<file path="src/verilog/eid_regs.svh">
`ifndef EID_REGS_SVH
`define EID_REGS_SVH
// ----------------------------------------
// Register offsets
// ----------------------------------------
`define EID_OFS_PRIO 8'hF7
`define EID_OFS_CFG 8'hE4
`define EID_OFS_TIMER_CONTROL_REG 8'h88
`define EID_OFS_ISTAT 8'hD0
`define EID_OFS_ICLR 8'hD1
`define EID_OFS_IEN 8'hD2
// ----------------------------------------
// Reset values
// ----------------------------------------
`define EID_RST_PRIO 2'h0
`define EID_RST_CFG 8'h01
`define EID_RST_TRIG 2'h0
`define EID_RST_PEND 2'h0
`define EID_RST_IEN 2'h0
// ----------------------------------------
// Field positions in the timer control reg
// ----------------------------------------
`define EID_TIMER_CONTROL_REG_IT0 0
`define EID_TIMER_CONTROL_REG_IE0 1
`define EID_TIMER_CONTROL_REG_IT1 2
`define EID_TIMER_CONTROL_REG_IE1 3
// ----------------------------------------
// Timing counts
// ----------------------------------------
`define EID_SYNC_STAGES 2
`endif

</file>
<file path="src/verilog/eid_pkg.sv">
// ----------------------------------------
// Shared types
// ----------------------------------------
package eid_pkg;
    // Register bus request
    typedef struct packed {
        logic wr;
        logic rd;
        logic [7:0] addr;
        logic [7:0] wdata;
    } eid_bus_t;
    // External input configuration layout
    typedef struct packed {
        logic pol1;
        logic [2:0] sel1;
        logic pol0;
        logic [2:0] sel0;
    } eid_cfg_t;
    // Extended priority layout, used bits
    typedef struct packed {
        logic port_match_priority;
        logic regulator_priority;
    } eid_prio_t;
endpackage

</file>
<file path="src/verilog/eid_sync.sv">
`timescale 1ns/10ps
`default_nettype none
// ----------------------------------------
// Two-stage synchroniser, one per bit
// ----------------------------------------
module eid_sync #(
    parameter int W = 8
) (
    input wire logic i_clk_sys,
    input wire logic i_rst,
    input wire logic [W-1:0] i_async,
    output logic [W-1:0] o_sync
);
    logic [W-1:0] s1_q; // First stage, read only by s2
    logic [W-1:0] s2_q; // Second stage
    genvar b;
    generate
        for (b = 0; b < W; b++) begin : g_bit
            // Shift the pin through two flops
            always_ff @(posedge i_clk_sys or posedge i_rst) begin
                if (i_rst) begin
                    // Idle pull-up level, so no false edge follows reset
                    s1_q[b] <= 1'b1;
                    s2_q[b] <= 1'b1;
                end else begin
                    s1_q[b] <= i_async[b];
                    s2_q[b] <= s1_q[b];
                end
            end
        end
    endgenerate
    assign o_sync = s2_q;
endmodule // eid_sync
`default_nettype wire

</file>
<file path="src/verilog/eid_detect.sv">
`timescale 1ns/10ps
`default_nettype none
// ----------------------------------------
// Pin select, polarity and edge finder
// ----------------------------------------
module eid_detect #(
    parameter int NPINS = 8
) (
    input wire logic i_clk_sys,
    input wire logic i_rst,
    input wire logic [NPINS-1:0] i_pins,
    input wire logic [$clog2(NPINS)-1:0] i_sel,
    input wire logic i_pol,
    output logic o_active,
    output logic o_rise
);
    logic pin_w; // Selected pin level
    logic act_w; // Level after polarity
    logic prev_q; // Active level one cycle ago
    // Watch the chosen pin only, never drive it
    assign pin_w = i_pins[i_sel];
    // Polarity high keeps level, low inverts
    assign act_w = i_pol ? pin_w : ~pin_w;
    // Remember last active level
    always_ff @(posedge i_clk_sys or posedge i_rst) begin
        if (i_rst) begin
            prev_q <= 1'b0;
        end else begin
            prev_q <= act_w;
        end
    end
    assign o_active = act_w;
    // Inactive to active transition
    assign o_rise = act_w & ~prev_q;
endmodule // eid_detect
`default_nettype wire

</file>
<file path="src/verilog/eid_top.sv">
`timescale 1ns/10ps
`default_nettype none
`include "eid_regs.svh"
// ----------------------------------------
// External interrupt detect, top level
// ----------------------------------------
module eid_top #(
    parameter int NPINS = 8
) (
    input wire logic i_clk_sys,
    input wire logic i_rst,
    input wire eid_pkg::eid_bus_t i_bus,
    output logic [7:0] o_rdata,
    input wire logic [NPINS-1:0] i_port_pins,
    input wire logic [1:0] i_vector_ack,
    output logic [1:0] o_ext_pending,
    output logic o_port_match_hi,
    output logic o_regulator_hi,
    output logic o_irq
);
    import eid_pkg::*;

    localparam int SW = $clog2(NPINS);

    // ----------------------------------------
    // Declarations
    // ----------------------------------------
    // Register state
    eid_prio_t prio_q; // Extended priority
    eid_prio_t prio_d;
    eid_cfg_t cfg_q; // Input configuration
    eid_cfg_t cfg_d;
    logic [1:0] trig_q; // Trigger type per input
    logic [1:0] trig_d;
    logic [1:0] pend_q; // Pending flags
    logic [1:0] pend_d;
    logic [1:0] stat_q; // Sticky event status
    logic [1:0] stat_d;
    logic [1:0] ien_q; // Event enables
    logic [1:0] ien_d;
    logic irq_q; // Interrupt output
    logic irq_d;
    logic [7:0] rdata_q; // Read data, one cycle
    logic [7:0] rdata_d;

    // Address decode
    logic wr_prio_w;
    logic wr_cfg_w;
    logic wr_timer_control_reg_w;
    logic wr_iclr_w;
    logic wr_ien_w;

    // Read views
    logic [7:0] prio_rd_w;
    logic [7:0] timer_control_reg_rd_w;
    logic [7:0] stat_rd_w;
    logic [7:0] ien_rd_w;
    logic [7:0] rd_mux_w;

    // Write data views
    logic [1:0] wr_trig_w;
    logic [1:0] wr_pend_w;
    logic [1:0] clr_mask_w;

    // Pin path
    logic [NPINS-1:0] pins_s; // Synchronised pins
    logic [SW-1:0] sel_w [2]; // Pin select per input
    logic [1:0] pol_w; // Polarity per input
    logic [1:0] act_w; // Active level per input
    logic [1:0] rise_w; // Rise per input

    // ----------------------------------------
    // Address decode
    // ----------------------------------------
    assign wr_prio_w = i_bus.wr && (i_bus.addr == `EID_OFS_PRIO);
    assign wr_cfg_w = i_bus.wr && (i_bus.addr == `EID_OFS_CFG);
    assign wr_timer_control_reg_w = i_bus.wr && (i_bus.addr == `EID_OFS_TIMER_CONTROL_REG);
    assign wr_iclr_w = i_bus.wr && (i_bus.addr == `EID_OFS_ICLR);
    assign wr_ien_w = i_bus.wr && (i_bus.addr == `EID_OFS_IEN);

    // Trigger type and pending fields of a write
    assign wr_trig_w = {i_bus.wdata[`EID_TIMER_CONTROL_REG_IT1], i_bus.wdata[`EID_TIMER_CONTROL_REG_IT0]};
    assign wr_pend_w = {i_bus.wdata[`EID_TIMER_CONTROL_REG_IE1], i_bus.wdata[`EID_TIMER_CONTROL_REG_IE0]};
    // Bits to clear in status
    assign clr_mask_w = wr_iclr_w ? i_bus.wdata[1:0] : 2'h0;

    // ----------------------------------------
    // Priority and configuration registers
    // ----------------------------------------
    // Only the two low bits are stored
    assign prio_d = wr_prio_w ? eid_prio_t'(i_bus.wdata[1:0]) : prio_q;
    // Pin select and polarity fields
    assign cfg_d = wr_cfg_w ? eid_cfg_t'(i_bus.wdata) : cfg_q;
    // Trigger type bits
    assign trig_d = wr_timer_control_reg_w ? wr_trig_w : trig_q;
    assign ien_d = wr_ien_w ? i_bus.wdata[1:0] : ien_q;

    // Hold the software registers
    always_ff @(posedge i_clk_sys or posedge i_rst) begin
        if (i_rst) begin
            prio_q <= eid_prio_t'(`EID_RST_PRIO);
            cfg_q <= eid_cfg_t'(`EID_RST_CFG);
            trig_q <= `EID_RST_TRIG;
            ien_q <= `EID_RST_IEN;
        end else begin
            prio_q <= prio_d;
            cfg_q <= cfg_d;
            trig_q <= trig_d;
            ien_q <= ien_d;
        end
    end

    // ----------------------------------------
    // Pin synchroniser
    // ----------------------------------------
    eid_sync #(
        .W(NPINS)
    ) i_eid_sync (
        .i_clk_sys(i_clk_sys),
        .i_rst(i_rst),
        .i_async(i_port_pins),
        .o_sync(pins_s)
    );

    // Per-input select and polarity
    assign sel_w[0] = SW'(cfg_q.sel0);
    assign sel_w[1] = SW'(cfg_q.sel1);
    assign pol_w = {cfg_q.pol1, cfg_q.pol0};

    // ----------------------------------------
    // Per-input detection and pending flag
    // ----------------------------------------
    genvar ch;
    generate
        for (ch = 0; ch < 2; ch++) begin : g_ch
            // Input only taps the pin level
            eid_detect #(
                .NPINS(NPINS)
            ) i_eid_detect (
                .i_clk_sys(i_clk_sys),
                .i_rst(i_rst),
                .i_pins(pins_s),
                .i_sel(sel_w[ch]),
                .i_pol(pol_w[ch]),
                .o_active(act_w[ch]),
                .o_rise(rise_w[ch])
            );

            // Next pending value
            always_comb begin
                if (!trig_q[ch]) begin
                    // Level mode tracks the input
                    pend_d[ch] = act_w[ch];
                end else if (rise_w[ch]) begin
                    // Rise wins over any clear
                    pend_d[ch] = 1'b1;
                end else if (wr_timer_control_reg_w) begin
                    // Software write of the flag
                    pend_d[ch] = wr_pend_w[ch];
                end else if (i_vector_ack[ch]) begin
                    // Cleared when the CPU vectors
                    pend_d[ch] = 1'b0;
                end else begin
                    pend_d[ch] = pend_q[ch];
                end
            end

            // Sticky status; set wins over clear
            assign stat_d[ch] = rise_w[ch] | (stat_q[ch] & ~clr_mask_w[ch]);

            // ----------------------------------------
            // Per-input checks
            // ----------------------------------------
            // Level mode, high polarity, pin high
            property p_level_high;
                @(posedge i_clk_sys) disable iff (i_rst)
                (!trig_q[ch] && pol_w[ch] && pins_s[sel_w[ch]])
                |=> pend_q[ch];
            endproperty
            a_level_high: assert property (p_level_high)
                else $error("level high input did not set pending");

            // Level mode flag equals last active
            property p_level_follow;
                @(posedge i_clk_sys) disable iff (i_rst)
                !trig_q[ch] |=> (pend_q[ch] == $past(act_w[ch]));
            endproperty
            a_level_follow: assert property (p_level_follow)
                else $error("level pending does not follow input");

            // Selected pin drives the active level
            property p_sel_pin;
                @(posedge i_clk_sys) disable iff (i_rst)
                (act_w[ch] == (pins_s[sel_w[ch]] ~^ pol_w[ch]));
            endproperty
            a_sel_pin: assert property (p_sel_pin)
                else $error("active level not from selected pin");

            // Edge mode, two-cycle low then high
            property p_edge_set;
                @(posedge i_clk_sys) disable iff (i_rst)
                (trig_q[ch] && !act_w[ch]) ##1 (trig_q[ch] && act_w[ch])
                |=> pend_q[ch];
            endproperty
            a_edge_set: assert property (p_edge_set)
                else $error("edge did not set pending");

            // Edge mode, plain acknowledge clears
            property p_ack_clr;
                @(posedge i_clk_sys) disable iff (i_rst)
                (trig_q[ch] && i_vector_ack[ch] && !rise_w[ch] && !wr_timer_control_reg_w)
                |=> !pend_q[ch];
            endproperty
            a_ack_clr: assert property (p_ack_clr)
                else $error("vectoring did not clear pending");

            // Edge mode, no rise, no ack holds
            property p_edge_hold;
                @(posedge i_clk_sys) disable iff (i_rst)
                (trig_q[ch] && !rise_w[ch] && !i_vector_ack[ch] && !wr_timer_control_reg_w)
                |=> $stable(pend_q[ch]);
            endproperty
            a_edge_hold: assert property (p_edge_hold)
                else $error("edge pending changed without cause");
        end
    endgenerate

    // Hold pending, status and interrupt
    always_ff @(posedge i_clk_sys or posedge i_rst) begin
        if (i_rst) begin
            pend_q <= `EID_RST_PEND;
            stat_q <= 2'h0;
            irq_q <= 1'b0;
        end else begin
            pend_q <= pend_d;
            stat_q <= stat_d;
            irq_q <= irq_d;
        end
    end

    // Level interrupt while enabled status set
    assign irq_d = |(stat_q & ien_q);

    // ----------------------------------------
    // Read path
    // ----------------------------------------
    // Upper six bits always zero
    assign prio_rd_w = {6'h00, prio_q};
    // Pending at bits 1 and 3, trigger at 0 and 2
    assign timer_control_reg_rd_w = {4'h0, pend_q[1], trig_q[1], pend_q[0], trig_q[0]};
    assign stat_rd_w = {6'h00, stat_q};
    assign ien_rd_w = {6'h00, ien_q};

    // Select by address, unmapped reads zero
    assign rd_mux_w = (i_bus.addr == `EID_OFS_PRIO) ? prio_rd_w :
                      (i_bus.addr == `EID_OFS_CFG) ? cfg_q :
                      (i_bus.addr == `EID_OFS_TIMER_CONTROL_REG) ? timer_control_reg_rd_w :
                      (i_bus.addr == `EID_OFS_ISTAT) ? stat_rd_w :
                      (i_bus.addr == `EID_OFS_IEN) ? ien_rd_w : 8'h00;
    // Data only in the cycle after a read
    assign rdata_d = i_bus.rd ? rd_mux_w : 8'h00;

    // Register the read data
    always_ff @(posedge i_clk_sys or posedge i_rst) begin
        if (i_rst) begin
            rdata_q <= 8'h00;
        end else begin
            rdata_q <= rdata_d;
        end
    end

    // ----------------------------------------
    // Outputs
    // ----------------------------------------
    assign o_rdata = rdata_q;
    assign o_ext_pending = pend_q;
    assign o_port_match_hi = prio_q.port_match_priority;
    assign o_regulator_hi = prio_q.regulator_priority;
    assign o_irq = irq_q;

    // ----------------------------------------
    // Top-level checks
    // ----------------------------------------
    // Priority read shows upper bits zero
    property p_prio_upper;
        @(posedge i_clk_sys) disable iff (i_rst)
        (i_bus.rd && i_bus.addr == `EID_OFS_PRIO) |=> (o_rdata[7:2] == 6'h00);
    endproperty
    a_prio_upper: assert property (p_prio_upper)
        else $error("priority upper bits not zero");

    // Port-match level follows written bit 1
    property p_pm_prio;
        @(posedge i_clk_sys) disable iff (i_rst)
        wr_prio_w |=> (o_port_match_hi == $past(i_bus.wdata[1]));
    endproperty
    a_pm_prio: assert property (p_pm_prio)
        else $error("port match priority not updated");

    // Regulator level follows written bit 0
    property p_reg_prio;
        @(posedge i_clk_sys) disable iff (i_rst)
        wr_prio_w |=> (o_regulator_hi == $past(i_bus.wdata[0]));
    endproperty
    a_reg_prio: assert property (p_reg_prio)
        else $error("regulator priority not updated");

    // Control read shows pending at bits 1, 3
    property p_timer_control_reg_rd;
        @(posedge i_clk_sys) disable iff (i_rst)
        (i_bus.rd && i_bus.addr == `EID_OFS_TIMER_CONTROL_REG)
        |=> (o_rdata[3] == $past(pend_q[1])) && (o_rdata[1] == $past(pend_q[0]));
    endproperty
    a_timer_control_reg_rd: assert property (p_timer_control_reg_rd)
        else $error("pending flags misplaced in control read");

    // Trigger bits sit at 0 and 2
    property p_trig_wr;
        @(posedge i_clk_sys) disable iff (i_rst)
        wr_timer_control_reg_w |=> (trig_q == {$past(i_bus.wdata[2]), $past(i_bus.wdata[0])});
    endproperty
    a_trig_wr: assert property (p_trig_wr)
        else $error("trigger type bits not stored");

    // Enabled status gives interrupt next cycle
    property p_irq;
        @(posedge i_clk_sys) disable iff (i_rst)
        ((stat_q & ien_q) != 2'h0) |=> o_irq;
    endproperty
    a_irq: assert property (p_irq)
        else $error("interrupt missing for enabled status");

    // Read data zero when no read before
    property p_rd_idle;
        @(posedge i_clk_sys) disable iff (i_rst)
        !i_bus.rd |=> (o_rdata == 8'h00);
    endproperty
    a_rd_idle: assert property (p_rd_idle)
        else $error("read data outside read cycle");
endmodule // eid_top
`default_nettype wire

</file>
<file path="config.mk">
export PLATFORM = sky130hd
export DESIGN_NAME = eid_top
export DESIGN_NICKNAME = d
export VERILOG_FILES = /design/src/verilog/eid_pkg.sv /design/src/verilog/eid_sync.sv /design/src/verilog/eid_detect.sv /design/src/verilog/eid_top.sv
export VERILOG_INCLUDE_DIRS = /design/src /design/src/verilog
export SDC_FILE = /design/constraint.sdc
export NUM_CORES = 1
export LEC_CHECK = 0
export ABC_AREA = 1
export BUFFER_PORTS_ARGS = -buffer_cell sky130_fd_sc_hd__buf_2
export CORE_UTILIZATION = 48
export CTS_CLUSTER_SIZE = 28
export DETAILED_ROUTE_END_ITERATION = 8
export PLACE_DENSITY = 0.75
export SYNTH_ARGS = -nofsm -noshare
export SYNTH_HDL_FRONTEND = slang
export SYNTH_SLANG_ARGS = --single-unit
</file>
<file path="constraint.sdc">
create_clock -name i_clk_sys -period 1.35 [get_ports i_clk_sys]
set_clock_uncertainty 0.15 [all_clocks]
set_input_delay 0.27 -clock i_clk_sys [delete_from_list [all_inputs] [get_ports i_clk_sys]]
set_output_delay 0.27 -clock i_clk_sys [all_outputs]
set_load 0.05 [all_outputs]
</file>
After elaboration in Yosys (flattened, before gate mapping)
Cells that the tools add are included.
Widths: inputs -> output; s select.
- multiplexer cells: 21
- reductions and logical operators: 6
- bitwise operators: 13
- $lt $le $gt $ge: 2
- equal/unequal tests: 8
- operator list (kind ; count):
    $eq 8x8->1 const B ; 6
    $mux 8 ; 3
    $mux 1 ; 12
    $lt 3x4->1 const B ; 2
    $ne 4x2->1 const B ; 2
    $bmux 1 s3 ; 2
    $mux 2 ; 3
    $not 1->1 ; 6
    $logic_and 1x1->1 ; 5
    $and 1x1->1 ; 4
    $mux 4 ; 1
    $and 2x2->2 ; 1
    $or 1x1->1 ; 2
    $reduce_or 2->1 ; 1
- flip-flop bits (word level): 45
- output and inout bits: 13

Depth between registers and ports, before layout
- word-level depth: 7
- gate-level depth with buffers: 10
- depth with buffers taken out: 10

Modules after synthesis
A second synthesis with hierarchy kept.
- cells, all modules: 238
- area total of the unflattened synthesis: 2092.0 sq um
- by module, submodules not included (module ; cells each ; area an instance (sq um) ; times used):
    eid_top ; 169 ; 1372.6 ; 1
    eid_sync ; 17 ; 424.2 ; 1
    eid_detect ; 26 ; 147.6 ; 2

Least setup slack after synthesis
Ideal clock, no wire load.
- path kind: register to register
- from: register cfg_q[0] in the netlist's numbering
- to: register pend_q[0], in the netlist o_ext_pending[0]
- data arrival time: 1.139 ns
- clock period less this slack: 1.410 ns
- stages on the path, launching flop included: 10
- path slack: -0.060 ns
- path through: dfstp_2 inv_1 nand2_1 nand3_1 nand3_1 nand2_1 nand2_1 nand3_1 nand3_1 nand2_1
- cells in the longest elaborated chain, start to end: 7
- elaborated cells on any way between the ends: 8
- ends and longest elaborated chain (what ; line ; text):
    start, declared ; eid_top.sv:31 ; eid_cfg_t cfg_q;
    start signal, assigned ; eid_top.sv:102 ; cfg_q <= eid_cfg_t'(`EID_RST_CFG);
    start signal, assigned ; eid_top.sv:107 ; cfg_q <= cfg_d;
    $bmux 1 s3 * ; eid_detect.sv:21 ; assign pin_w = i_pins[i_sel];
    $mux 1 (implied by the code) * ; eid_detect.sv:21 ;
    $not 1->1 ; eid_detect.sv:23 ; assign act_w = i_pol ? pin_w : ~pin_w;
    $mux 1 * ; eid_detect.sv:23 ;
    $and 1x1->1 ; eid_detect.sv:34 ; assign o_rise = act_w & ~prev_q;
    $mux 1 ; eid_top.sv:154 ; end else if (rise_w[ch]) begin
    $mux 1 ; eid_top.sv:151 ; if (!trig_q[ch]) begin
    end signal, assigned ; eid_top.sv:231 ; pend_q <= `EID_RST_PEND;
    end signal, assigned ; eid_top.sv:235 ; pend_q <= pend_d;
    end, declared ; eid_top.sv:35 ; logic [1:0] pend_q;
Mark *: on every way between the ends. The rest lies on a longest branch, timed or not. The select of a mux whose other input is x is not followed.
A chain may end at the register's enable or synchronous reset.

Worst setup path in the final report
Same ends and word-level chain as after synthesis.

==> impl_metrics.csv <==
group,metric,value,unit
status,status,"finished with violations",
status,failed_checks,"negative setup slack",
floorplan,core-area,3800,µm²
grt,grtUsageTotal,20.6,%
power_and_ir_drop,pwr-share-seq,53.6,%
power_and_ir_drop,clkPwrFrac,32.7,%
setup_path,cp_slowest_cell,"dfstp_2",
routing,wl_met2,2.08,mm
cells_and_area,n_antenna_cell,0,
sta,worst_slack,-176,ps
synth,synth_top_family_by_area,"simple AND/OR/NAND/NOR gates",
floorplan,die_h,66.1,µm
sta,period_needed,1530,ps
setup_path,worstSetupStartpointType,"flip-flop",
floorplan,die_w,66.1,µm
clock_tree,clk_latency,300,ps
clock_tree,cts_sinks,45,
sta,fin_setup_tns,-796,ps
routing,drtIter0Drc,75,
cells_and_area,multi_input_area,790,µm²
routing,vias,1713,
synth,syn_nets,244,
synth,yosysSeqAreaShare,58.3,%
routing,postRouteWirelength,4.12,mm
cells_and_area,area_growth,36.1,%
power_and_ir_drop,intPower,0.00197,W
floorplan,rows,22,
synth,syn_inst,214,
clock_tree,cts_buffers,5,
routing,routed_via_density,5.10,
setup_path,slowest_delay,620,ps
place,place.gp.congestion,0.862,
sta,maxSlewHeadroom,80.5,%
setup_path,r2r_setup_slack,-180,ps
synth,synth_seq_cells,45,
grt,grt_pass1_wl,6.77,mm
place,dp_hpwl,2.87,mm
synth,synth_area_leaders,"dfrtp_1 (36%), dfstp_2 (23%), nand2_1 (9.3%)",
cells_and_area,seq_area,1150,µm²
cells_and_area,final_core_util,70.6,%
cells_and_area,final_cell_mix,"nand2_1 (40), buf_2 (38), inv_1 (28), dfrtp_1 (28)",
min_path,min-delay-path-class,"input pin to flip-flop",
setup_path,critPathKind,"flip-flop to flip-flop",
setup_path,crit_family,"flip-flops",
setup_path,cp-end-kind,"flip-flop",
synth,yosysWarningCount,0,
routing,met3WireLength,245,µm
sta,setup_viol,7,
cells_and_area,num-nets-final,317,
clock_tree,clockBufferDepth,2,
synth,synth_fa_ha_area_share,0,%
synth,synth_mux_area_share,0,%
routing,routedLengthMet1,1.78,mm
synth,synth.top_cell.area_share,35.6,%
setup_path,cp_data_required_time,1390,ps
grt,antenna_found_initial,0,
synth,synth_edf_count,0,
synth,synth-xor-area-share,0,%
floorplan,ios,43,
place,portBuffers,42,
setup_path,crit_path_max_fanout,6,
setup_path,crit_chain,"inv_4 > nand2_2 > nand3_2 > nand3_4 > nand2_2 > nand2_2 > nand3_2 > nand3_2 > nand2_1",
grt,grt_pass1_vias,1559,
power_and_ir_drop,max-vdd-ir-drop,0.817,mV
cells_and_area,fillers,295,
cells_and_area,layout_commonest_cell,"nand2_1",
clock_tree,cts_root_buf,"clkbuf_8",
power_and_ir_drop,power_frac_comb,13.7,%
routing,top_layer,"met4",
routing,dr.pass1.iters,4,
sta,fmax,0.655,GHz
floorplan,start_util,51.8,%
clock_tree,cts_tree,"done",
clock_tree,h-tree-depth,2,
synth,yosys.area.top_type,"dfrtp_1",
power_and_ir_drop,powerDensity,1020,nW/µm²
clock_tree,clkTransAtPathRegs,90,ps
synth,synth-simple-area-share,26.1,%
run,max_cap_violations,0,
sta,rsz0062_at_grt,"true",
synth,synth-compound-area-share,8.32,%
sta,hold_viol,0,
sta,worst_pin_slew,290,ps
cells_and_area,drive_above_1_share,43.8,%
sta,period_share,113,%
synth,syn_area,1970,µm²
synth,async_reset_ff_share,100,%
synth,synthDistinctLibCells,23,
routing,drc_errors,0,
power_and_ir_drop,p_leak,1.35,nW
power_and_ir_drop,switching_share,28.1,%
synth,avgSynthCellArea,9.20,µm²
routing,wl_per_cell,12.2,µm
grt,grt-ovfl-total,0,
setup_path,crit_arrival,1570,ps
setup_path,path_buf_inv,1,
floorplan,die_area,4360,µm²
routing,ant_nets,0,
synth,yosys_most_used_dff,"dfrtp_1",
power_and_ir_drop,p_sw,0.000771,W
grt,grt_start_max_net_pins,46,
sta,slew_violations,0,
==> registers in the layout, indices dropped and copies added, names as in the netlist <==
name,flops
g_ch.i_eid_detect.prev_q,2
i_eid_sync.o_sync,8
i_eid_sync.s1_q,8
o_irq,1
o_ext_pending,2
o_rdata,8
o_port_match_hi,1
trig_q,2
stat_q,2
cfg_q,8
ien_q,2
o_regulator_hi,1
==> cell type report <==
class                      count  share of cell area, %
timing repair buffer          67                   16.8
sequential                    45                   42.8
inverter                      33                   5.04
clock buffer                   5                   2.57
multi-input combinational    135                   29.5
tap                           48                   2.24
clock inverter                 3                   1.07
==> timing repair <==
item	4_1_cts	5_1_grt
pin swaps	7	7
endpoints found under the setup margin	9	11
gates resized for setup	21	14
buffers inserted	3	3
hold endpoints to repair	36	0
hold buffers	9	0
==> cells in the mapped netlist (3+ instances only) <==
| master | instances |
|---|---|
| inv_1 | 31 |
| nand2_1 | 49 |
| nor3_1 | 9 |
| a21oi_2 | 5 |
| nor2_1 | 12 |
| o21ai_2 | 3 |
| nand4_1 | 4 |
| dfrtp_1 | 28 |
| o21ai_0 | 12 |
| dfstp_2 | 17 |
| nand3_1 | 28 |
==> worst min-delay path, delay by kind of cell <==
kind / cells / cell delay [ps]
AND/OR/NAND/NOR: 1 / 40
buffers and inverters: 1 / 70
AO/OA/AOI/OAI: 1 / 90
==> power by group through the flow <==
stage	Sequential (W)	Combinational, W	Clock, W
floorplan	0.00152	0.000140	0
global placement	0.00149	0.000296	0
detailed placement	0.00149	0.000304	0
CTS	0.00147	0.000351	0.000905
global route	0.00148	0.000410	0.000959
finish	0.00147	0.000376	0.000896
==> worst paths after layout <==
check                                   start                    to  cells past startpoint
max reg2reg                          cfg_q[0]      o_ext_pending[0]                      9
min                                  i_bus[6]              cfg_q[6]                      3
max                                  cfg_q[0]      o_ext_pending[0]                      9
min reg2reg                i_eid_sync.s1_q[0]  i_eid_sync.o_sync[0]                      0
min in group asynchronous               i_rst            o_rdata[4]                      4
max in group asynchronous               i_rst    i_eid_sync.s1_q[0]                      4
==> cell families after synthesis <==
family / after synthesis
simple gates: 110
compound gates: 25
flops: 45
buf+inv: 34
==> metal layers <==
layer	up-vias	global-route usage, %
met4	0	3.72
met1	816	27.1
met3	4	4.83
met5	-	0
li1	834	-
met2	59	34.8
==> stage by stage <==
step / total power, W / instances / area, µm² / hold slack (ps) / worst slack [ps]
CTS: 0.00272 / 333 / 2600 / 52.2 / -136
floorplan: 0.00166 / 214 / 1970 / 124 / -36.3
detailed placement: 0.00179 / 313 / 2320 / 189 / -156
global route: 0.00285 / 336 / 2680 / 70.9 / -258
global placement: 0.00178 / 313 / 2320 / 183 / -136
finish: 0.00274 / 336 / 2680 / 53.2 / -176
Power figures use the tool's default switching activity.
